**config.mk**
```make
export PLATFORM = sky130hd
export DESIGN_NAME = usb_rx_endpoint_control
export DESIGN_NICKNAME = d
export VERILOG_FILES = /design/src/logic/usb_rx_ep_pkg.sv /design/src/logic/byte_chunk_packer.sv /design/src/logic/usb_rx_endpoint_control.sv
export SDC_FILE = /design/constraint.sdc
export NUM_CORES = 1
export LEC_CHECK = 0
export ABC_AREA = 1
export BUFFER_PORTS_ARGS = -buffer_cell sky130_fd_sc_hd__buf_2
export CAP_MARGIN = 30
export CORE_UTILIZATION = 29
export DETAILED_ROUTE_END_ITERATION = 6
export PLACE_DENSITY = 0.59
export SETUP_SLACK_MARGIN = 0.2
export SYNTH_ARGS = -nofsm -noshare
export SYNTH_HDL_FRONTEND = slang
export SYNTH_HIERARCHICAL = 1
export SYNTH_SLANG_ARGS = --single-unit
export TNS_END_PERCENT = 50
```
**constraint.sdc**
```tcl
create_clock -name pclk -period 3 [get_ports pclk]
set_input_delay 0.75 -clock pclk [delete_from_list [all_inputs] [get_ports pclk]]
set_output_delay 0.75 -clock pclk [all_outputs]
set_load 0.02 [all_outputs]
```
**src/logic/usb_rx_ep_pkg.sv**
```systemverilog
/*
  Shared constants and types for the receive endpoint control block: APB
  offsets, control word field positions, interrupt bit layout and the
  packed carriers for receive events and FIFO bytes.
  Assumes a 32-bit APB slave and an 11-bit maximum packet size.
*/
package usb_rx_ep_pkg;

  // APB byte offsets, one aligned word each.
  localparam logic [7:0] CTRL_OFFSET       = 8'h00;
  localparam logic [7:0] IRQ_STATUS_OFFSET = 8'h04;
  localparam logic [7:0] IRQ_ENABLE_OFFSET = 8'h08;
  localparam logic [7:0] IRQ_CLEAR_OFFSET  = 8'h0C;

  // Control word field positions.
  localparam int AUTO_CLEAR_BIT   = 31;
  localparam int ISO_AUTOREQ_BIT  = 30;
  localparam int DMA_ENABLE_BIT   = 29;
  localparam int NYET_PID_ERROR_FLAG_BIT  = 28;
  localparam int DMA_MODE_BIT     = 27;
  localparam int REQ_PACKET_BIT   = 21;
  localparam int PKT_READY_BIT    = 16;
  localparam int PACKET_MULTIPLIER_LSB         = 11;
  localparam int PACKET_MULTIPLIER_WIDTH       = 5;
  localparam int MAXP_WIDTH       = 11;

  // Interrupt status layout.
  localparam int IRQ_WIDTH        = 3;
  localparam int IRQ_RX_PACKET    = 0;
  localparam int IRQ_PID_ERROR    = 1;
  localparam int IRQ_AUTO_CLEARED = 2;

  // Chunk size toward the DMA engine, in bytes.
  localparam int CHUNK_BYTES      = 4;
  localparam logic [2:0] CHUNK_BYTES_W = 3'h4;

  // Reset values.
  localparam logic [31:0] ZERO_WORD = 32'h0000_0000;
  localparam logic [MAXP_WIDTH-1:0] MAXP_RESET = 11'h000;

  // One received packet, announced by the USB receive logic.
  typedef struct packed {
    logic                  valid;
    logic [MAXP_WIDTH-1:0] len;
    logic                  iso;
    logic                  pid_err;
  } rx_evt_t;

  // One byte leaving the receive FIFO.
  typedef struct packed {
    logic       valid;
    logic       last;
    logic [7:0] data;
  } fifo_byte_t;

  // Packer states.
  typedef enum logic [0:0] {PACK_FILL, PACK_HOLD} pack_state_t;

endpackage

```
**src/logic/byte_chunk_packer.sv**
```systemverilog
/*
  Packs receive FIFO bytes into 32-bit chunks for the DMA engine.
  Assumes the byte source holds a byte until byte_ready is high and marks
  the final byte of a packet with last; a short tail leaves as a partial chunk.
*/
`timescale 1ns/1ps
module byte_chunk_packer
  import usb_rx_ep_pkg::*;
(
  input  wire logic        pclk,
  input  wire logic        presetn,
  input  wire fifo_byte_t  byte_in,
  output logic             byte_ready,
  output logic             word_valid,
  output logic [31:0]      word_data,
  output logic [2:0]       word_bytes,
  input  wire logic        word_ready
);

  pack_state_t state_reg;       // Filling a chunk or holding it out.
  logic [31:0] word_reg;        // Chunk being assembled, byte 0 lowest.
  logic [2:0]  count_reg;       // Bytes held in the chunk.

  wire take      = byte_in.valid && byte_ready;
  wire chunk_end = take && (byte_in.last || count_reg == CHUNK_BYTES_W - 3'h1);

  // Bytes are refused while a finished chunk waits, so the FIFO stalls.
  assign byte_ready = (state_reg == PACK_FILL);
  assign word_valid = (state_reg == PACK_HOLD);
  assign word_data  = word_reg;
  assign word_bytes = count_reg;

  // Byte lanes fill from the bottom; a chunk leaves on its fourth byte or last.
  always_ff @(posedge pclk or negedge presetn)
  begin
    if (!presetn)
    begin
      state_reg <= PACK_FILL;
      word_reg  <= ZERO_WORD;
      count_reg <= 3'h0;
    end
    else
    begin
      case (state_reg)
        PACK_FILL:
        begin
          if (take)
          begin
            word_reg[count_reg[1:0]*8 +: 8] <= byte_in.data;
            count_reg <= count_reg + 3'h1;
          end
          if (chunk_end)
            state_reg <= PACK_HOLD;
        end
        default:
        begin
          if (word_ready)
          begin
            state_reg <= PACK_FILL;
            word_reg  <= ZERO_WORD;
            count_reg <= 3'h0;
          end
        end
      endcase
    end
  end

endmodule

```
**src/logic/usb_rx_endpoint_control.sv**
```systemverilog
/*
  Receive-side control and status of one indexed USB endpoint, reached
  over APB: auto-clear of packet-ready, host auto-request, transfer type,
  DMA request gating and mode, NYET suppression and host PID error flag.
  Assumes the USB receive logic, the FIFO and the DMA engine run on pclk.
*/
// Summary of operation
// RL1: Auto-clear packet-ready after full-size packet unloaded.
// RL2: Software clears packet-ready after short packets.
// RL3: DMA unloads FIFO in 4-byte chunks.
// RL4: Avoid auto-clear on high-bandwidth isochronous endpoints; auto_clr here ignores transfer type and packet multiplier.
// RL5: Device mode bit 30 selects isochronous transfers.
// RL6: Host auto-request sets request on ready clear.
// RL7: Short packet clears auto-request bit.
// RL8: Bit 29 gates endpoint DMA requests.
// RL9: Suppression sends no NYET, ACKs everything.
// RL10: Suppression matters only in high-speed bulk/interrupt.
// RL11: Host mode bit 28 flags isochronous PID errors.
// RL12: Bit 27 selects DMA request mode.
// RL13: Eleven-bit max packet size drives auto-clear compare.
`timescale 1ns/1ps
module usb_rx_endpoint_control
  import usb_rx_ep_pkg::*;
(
  input  wire logic        pclk,
  input  wire logic        presetn,
  input  wire logic        psel,
  input  wire logic        penable,
  input  wire logic        pwrite,
  input  wire logic [7:0]  paddr,
  input  wire logic [31:0] pwdata,
  output logic [31:0]      prdata,
  output logic             pready,
  output logic             pslverr,
  input  wire logic        host_mode,
  input  wire logic        high_speed,
  input  wire rx_evt_t     rx_evt,
  input  wire logic        fifo_full,
  output logic             hs_nyet,
  output logic             request_packet,
  input  wire fifo_byte_t  fifo_byte,
  output logic             fifo_byte_ready,
  output logic             dma_req,
  output logic [31:0]      dma_data,
  input  wire logic        dma_ack,
  output logic             irq
);

  // Control word storage.
  logic                  auto_clear_reg;     // Auto-clear of packet-ready.
  logic                  iso_autoreq_reg;    // Isochronous (device) or auto-request (host).
  logic                  dma_enable_reg;     // DMA request gate.
  logic                  nyet_suppress_reg;  // Device-mode NYET suppression.
  logic                  pid_error_flag_reg; // Host-mode PID error status.
  logic                  dma_mode_reg;       // DMA request mode select.
  logic                  req_packet_reg;     // Host request for an IN packet.
  logic                  pkt_ready_reg;      // A received packet waits in the FIFO.
  logic [PACKET_MULTIPLIER_WIDTH-1:0] packet_multiplier_reg;           // Packet multiplier, stored only.
  logic [MAXP_WIDTH-1:0] maxp_reg;           // Maximum packet size in bytes.
  logic [MAXP_WIDTH-1:0] pkt_len_reg;        // Length of the waiting packet.
  logic [MAXP_WIDTH:0]   unloaded_reg;       // Bytes handed to the DMA engine.
  logic [IRQ_WIDTH-1:0]  irq_status_reg;     // Sticky event bits.
  logic [IRQ_WIDTH-1:0]  irq_enable_reg;     // Interrupt enables.
  logic [31:0]           prdata_reg;         // Read data captured in setup.

  // APB decode; the slave always answers in the first access cycle.
  wire setup     = psel && !penable;
  wire access    = psel && penable;
  wire hit_ctrl  = (paddr == CTRL_OFFSET);
  wire hit_stat  = (paddr == IRQ_STATUS_OFFSET);
  wire hit_en    = (paddr == IRQ_ENABLE_OFFSET);
  wire hit_clr   = (paddr == IRQ_CLEAR_OFFSET);
  wire mapped    = hit_ctrl || hit_stat || hit_en || hit_clr;
  wire wr_ctrl   = access && pwrite && hit_ctrl;
  wire wr_en     = access && pwrite && hit_en;
  wire wr_clr    = access && pwrite && hit_clr;

  assign pready  = 1'b1;
  assign pslverr = access && !mapped;
  assign prdata  = prdata_reg;

  // Bit 28 reads the PID error flag in host mode and the suppress bit otherwise.
  wire bit28_view = host_mode ? pid_error_flag_reg : nyet_suppress_reg;
  wire [31:0] ctrl_view = {auto_clear_reg, iso_autoreq_reg, dma_enable_reg, bit28_view,
                           dma_mode_reg, 5'h00, req_packet_reg, 4'h0, pkt_ready_reg,
                           packet_multiplier_reg, maxp_reg};
  wire [31:0] rd_mux = hit_ctrl ? ctrl_view :
                       hit_stat ? {29'h0000_0000, irq_status_reg} :
                       hit_en   ? {29'h0000_0000, irq_enable_reg} : ZERO_WORD;

  // Chunk packer toward the DMA engine.
  logic        word_valid;
  logic [31:0] word_data;
  logic [2:0]  word_bytes;
  wire         word_taken = dma_req && dma_ack;

  byte_chunk_packer u_packer (
    .pclk       (pclk),
    .presetn    (presetn),
    .byte_in    (fifo_byte),
    .byte_ready (fifo_byte_ready),
    .word_valid (word_valid),
    .word_data  (word_data),
    .word_bytes (word_bytes),
    .word_ready (word_taken)
  );

  // Mode 0 asks only for a packet in hand; mode 1 asks for any chunk.
  assign dma_req  = dma_enable_reg && word_valid && (dma_mode_reg || pkt_ready_reg); // RL8 RL12
  assign dma_data = word_data; // RL3

  // Auto-clear fires when the last chunk of a full-size packet leaves.
  wire [MAXP_WIDTH:0] unloaded_after = unloaded_reg + {{(MAXP_WIDTH-2){1'b0}}, word_bytes};
  wire full_size  = (pkt_len_reg == maxp_reg); // RL13
  wire auto_clr   = auto_clear_reg && pkt_ready_reg && full_size && word_taken
                    && (unloaded_after >= {1'b0, pkt_len_reg}); // RL1

  // Software clears packet-ready by writing zero; writing one is ignored.
  wire sw_clr_rdy = wr_ctrl && !pwdata[PKT_READY_BIT]; // RL2
  // A packet landing in the same cycle keeps ready set, so no clear is seen.
  wire rdy_clear  = (auto_clr || sw_clr_rdy) && pkt_ready_reg && !rx_evt.valid;
  wire short_pkt  = rx_evt.valid && (rx_evt.len < maxp_reg);
  wire pid_event  = host_mode && rx_evt.valid && rx_evt.iso && rx_evt.pid_err;

  // Device-mode NYET only for high-speed bulk/interrupt without suppression.
  assign hs_nyet = !host_mode && !iso_autoreq_reg && high_speed
                   && !nyet_suppress_reg && fifo_full; // RL5 RL9 RL10
  assign request_packet = req_packet_reg;

  wire [IRQ_WIDTH-1:0] irq_events = {auto_clr, pid_event, rx_evt.valid};

  // APB read data is captured in the setup cycle and held for the access.
  always_ff @(posedge pclk or negedge presetn)
  begin
    if (!presetn)
      prdata_reg <= ZERO_WORD;
    else if (setup && !pwrite)
      prdata_reg <= rd_mux;
  end

  // Plain software-owned control fields.
  always_ff @(posedge pclk or negedge presetn)
  begin
    if (!presetn)
    begin
      auto_clear_reg    <= 1'b0;
      dma_enable_reg    <= 1'b0;
      dma_mode_reg      <= 1'b0;
      nyet_suppress_reg <= 1'b0;
      packet_multiplier_reg          <= '0;
      maxp_reg          <= MAXP_RESET;
    end
    else if (wr_ctrl)
    begin
      auto_clear_reg <= pwdata[AUTO_CLEAR_BIT];
      dma_enable_reg <= pwdata[DMA_ENABLE_BIT];
      dma_mode_reg   <= pwdata[DMA_MODE_BIT];
      // In host mode bit 28 is status, so the suppress bit keeps its value.
      if (!host_mode)
        nyet_suppress_reg <= pwdata[NYET_PID_ERROR_FLAG_BIT];
      packet_multiplier_reg <= pwdata[PACKET_MULTIPLIER_LSB +: PACKET_MULTIPLIER_WIDTH];
      maxp_reg <= pwdata[MAXP_WIDTH-1:0];
    end
  end

  // Bit 30: written by software, cleared by hardware on a short host packet.
  always_ff @(posedge pclk or negedge presetn)
  begin
    if (!presetn)
      iso_autoreq_reg <= 1'b0;
    else if (host_mode && short_pkt)
      iso_autoreq_reg <= 1'b0; // RL7
    else if (wr_ctrl)
      iso_autoreq_reg <= pwdata[ISO_AUTOREQ_BIT];
  end

  // Packet-ready: a new packet sets it and wins over any clear.
  always_ff @(posedge pclk or negedge presetn)
  begin
    if (!presetn)
    begin
      pkt_ready_reg <= 1'b0;
      pkt_len_reg   <= MAXP_RESET;
    end
    else if (rx_evt.valid)
    begin
      pkt_ready_reg <= 1'b1;
      pkt_len_reg   <= rx_evt.len;
    end
    else if (rdy_clear)
      pkt_ready_reg <= 1'b0; // RL1
  end

  // Byte count of the current packet already handed to the DMA engine.
  always_ff @(posedge pclk or negedge presetn)
  begin
    if (!presetn)
      unloaded_reg <= '0;
    else if (rx_evt.valid)
      unloaded_reg <= '0;
    else if (word_taken)
      unloaded_reg <= unloaded_after;
  end

  // Host request: auto-request re-arms it on every packet-ready clear.
  always_ff @(posedge pclk or negedge presetn)
  begin
    if (!presetn)
      req_packet_reg <= 1'b0;
    else if (host_mode && iso_autoreq_reg && rdy_clear)
      req_packet_reg <= 1'b1; // RL6
    else if (rx_evt.valid || !host_mode)
      req_packet_reg <= 1'b0;
    else if (wr_ctrl && pwdata[REQ_PACKET_BIT])
      req_packet_reg <= 1'b1;
  end

  // PID error flag: set by hardware, cleared by writing zero in host mode.
  always_ff @(posedge pclk or negedge presetn)
  begin
    if (!presetn)
      pid_error_flag_reg <= 1'b0;
    else if (pid_event)
      pid_error_flag_reg <= 1'b1; // RL11
    else if (wr_ctrl && host_mode && !pwdata[NYET_PID_ERROR_FLAG_BIT])
      pid_error_flag_reg <= 1'b0;
  end

  // Interrupts: events set sticky bits; a set outweighs a same-cycle clear.
  always_ff @(posedge pclk or negedge presetn)
  begin
    if (!presetn)
    begin
      irq_status_reg <= '0;
      irq_enable_reg <= '0;
    end
    else
    begin
      irq_status_reg <= irq_events | (irq_status_reg & ~(wr_clr ? pwdata[IRQ_WIDTH-1:0] : '0));
      if (wr_en)
        irq_enable_reg <= pwdata[IRQ_WIDTH-1:0];
    end
  end

  assign irq = |(irq_status_reg & irq_enable_reg);
endmodule

```
==> summary.txt <==
Die boundary width - 146 µm
Residual DRC - 0
Total Power - 4.20 mW
Detailed placement HPWL - 11.8 mm
Endpoint type of the worst setup path - flip-flop
Multi-input combinational cell area - 2850 µm²
Register-to-Register Path Depth - 18
Req. time, crit path - 3.28 ns
Detailed-route wire length per cell - 13.6 µm
Worst Hold Class - primary input to asynchronous set/reset pin
Top cell type's share of synthesized area - 46.3%
Finish-stage setup viols - 0
Final hold slack - 0.325 ns
Global router's overall resource usage - 14.9%
Reg-to-reg critical path endpoint - request_packet
Effective utilization at floorplan - 29.7%
Worst-path cell chain - buf_4 -> fa_2 -> nand2_1 -> a21oi_2 -> nand2_2 -> nor2_4 -> nand4_1 -> xor2_1 -> inv_1 -> ha_4 -> nand3_2 -> nor3b_2 -> nand3_1 -> nand2_1 -> nand2_2 -> nand2_2 -> nand2_1 -> a21oi_1
Boundary pin count - 144
Routed WL - 15.6 mm
Critical path start-end classification - flip-flop to flip-flop
Sequential cell fraction of total power - 40.8%
Vias in the first global route - 5035
Switching fraction of total power - 37.1%
Area of the core region - 20400 µm²
Nets@finish - 974
Clock edge transition at the registers on the reported setup and hold paths - 0.08 ns
ANT nets after route - 0
Max Slew Vio Count - 0
Number of synthesized flops with an enable pin - 0
H-tree levels - 3
Leakage - 3.96 nW
Flip-flop count of the largest register, all copies and words added - 32
Sequential cell area - 2800 µm²
Violation count after the first detailed-routing iteration - 244
First-pass iteration count of the detailed router - 5
Clock sink total - 112
Via density - 4.55
Quantity of hold-fixing buffers added after cts - 0
Setup repair after global routing missed its margin - yes
Clock latency on the worst-skew pair - 0.36 ns
Clock share of power - 28.4%
Final critical-path required period - 2.78 ns
Post-Synthesis Mean Instance Area - 8.16 µm²
TritonCTS clock tree - done
Buffers on Ports - 124
Stage delay of the slowest cell on the critical path - 0.42 ns
Achievable clock frequency - 359 MHz
Most used flip-flop cell after synthesis - dfrtp_1
Floorplan row count - 52
Number of cells produced by synthesis - 742
Number of antenna violations at the first check in global routing - 2
Final count of hold timing violations - 0
Layout filler cell count - 2099
Global-route wire length before repair - 25.6 mm
Largest area contributor in the synthesized netlist - dfrtp_1
Number of buffers on the longest clock path - 2
Total gr overflow - 0
Top library cells by usage in the layout, fill and taps aside - nand2_1 (202), buf_2 (123), dfrtp_1 (111), inv_1 (87), nand3_1 (84)
Most common cell after layout, fill and taps aside - nand2_1
Cell variety after synth - 37
Data arrival time of the critical path - 3.06 ns
Nature of the critical path startpoint - flip-flop
Largest vdd supply drop - 0.242 mV
Pre-CTS worst setup slack - 0.114 ns
Critical-path maximum fanout - 3
Post-synthesis async set-or-reset flop share - 100%
Pint - 2.64 mW
Worst setup slack after layout - 0.218 ns
Outcome - finished, final reports clean
Flip-flop and latch count after synthesis - 112
Final setup TNS - 0 ns
Max_cap viols - 0
Die H - 146 µm
Number of warning messages in the yosys log - 6
Die area - 21500 µm²
Reg-to-reg startpoint - unloaded_reg[1]
Synth Cell Area - 6050 µm²
Largest cells by area after synthesis - dfrtp_1 (46%), nand2_1 (13%), nand3_1 (7.1%)
CP max stage cell - dfrtp_1
Sequential element share of the synthesized area - 46.3%
Layout cells sized above 1 - 22.3%
Largest net degree at the start of global routing - 58
Share of the cycle needed by the critical path after routing - 92.7%
Synthesis-to-layout area growth - 22.0%
Number of buffers created by CTS - 9
Register-to-Register Setup Slack - 0.22 ns
Gp weighted congestion - 0.872
Power density normalized to cell area - 569 nW/µm²
CTS root buf - clkbuf_16
Layout Skew - 0.00649 ns
Fraction of power consumed by combinational cells - 30.7%
Via count - 5213
Switching component of the power - 1.56 mW
==> cell type report <==
| cell class | instances | share of cell area (%) |
|---|---|---|
| clock inverter | 6 | 0.661 |
| tap | 270 | 4.58 |
| clock buffer | 10 | 3.24 |
| timing repair buffer | 138 | 10.2 |
| sequential | 112 | 38.0 |
| antenna | 1 | 0.0339 |
| multi-input combinational | 515 | 38.6 |
| inverter | 93 | 4.73 |
==> power groups by stage <==
stage | Clock, mW | Sequential, mW | Combinational (mW)
finish | 1.19 | 1.71 | 1.29
global route | 1.29 | 1.73 | 1.45
CTS | 1.23 | 1.71 | 1.26
detailed placement | 0 | 1.73 | 1.24
global placement | 0 | 1.73 | 1.23
floorplan | 0 | 1.81 | 0.825
==> worst max-delay path by stage <==
stage / cells after the start / slack, ns / start / end
6_report: 18 / 0.22 / unloaded_reg[1] / request_packet
5_1_grt: 19 / 0.03 / u_packer/word_bytes[1] / request_packet
4_1_cts: 18 / 0.20 / u_packer/word_bytes[0] / request_packet
3_5_place_dp: 18 / 0.11 / u_packer/word_bytes[0] / request_packet
3_3_place_gp: 19 / 0.18 / unloaded_reg[2] / request_packet
2_1_floorplan: 19 / 0.37 / u_packer/word_bytes[1] / request_packet
==> cells by family (layout without fill, tap and decap cells) <==
family	after synthesis	count (layout)	share of synthesized area, %
AOI/OAI and AO/OA	100	100	9.47
xor gates and xnor gates	9	9	1.30
adders and majority gates	32	32	6.74
buffers and inverters	123	247	9.07
DFF	112	112	46.3
other	2	11	0.124
and+or+nand+nor	364	364	27.0
==> critical path: cells and delay by family, from the launching register on <==
family / cells / cell delay (ns)
AOI/OAI and AO/OA: 2 / 0.20
and+or+nand+nor: 11 / 0.90
xor gates and xnor gates: 1 / 0.22
adders and majority gates: 2 / 0.69
DFF: 1 / 0.42
buffers and inverters: 2 / 0.27
==> cell usage after synthesis (2+ instances only) <==
cell and instances:
a21o_1 2, conb_1 2, buf_6 5, o22ai_1 13, xor2_1 9, dfrtp_1 112, nor2_1 36, clkbuf_1 8
nand2_1 206, nand2_4 3, inv_1 88, nand2_2 2, nand4_1 9, o21a_1 2, inv_2 4, o21ai_0 52
o31ai_1 13, buf_2 4, nand3_2 4, buf_4 12, a21oi_1 14, nand3_1 86, nor2_4 4, nor2_2 2
ha_1 31, nor3_1 8
==> stage by stage <==
step	cells	util [%]	cell area, µm²
after floorplan	750	-	6080
after detailed placement	1124	34.1	6940
final	1145	36.3	7380
after global routing	1144	36.2	7380
after global placement	1124	34.1	6940
after CTS	1141	35.7	7270
==> repair_timing <==
action                     in CTS  in global routing
gates resized for setup         5                 20
gates cloned                    0                  0
buffers inserted                1                  3
pin swaps                       2                  6
setup endpoints to repair       2                  3
==> routing by layer <==
layer	global-route usage, %	wire, µm	share of wire (%)	vias up
li1	-	-	-	2654
met1	20.1	7430	48	2428
met2	23.6	7170	46	113
met3	3.34	747	4.8	16
met4	4.74	199	1.3	2
met5	0	13	0.084	-
Power figures use the tool's default switching activity.
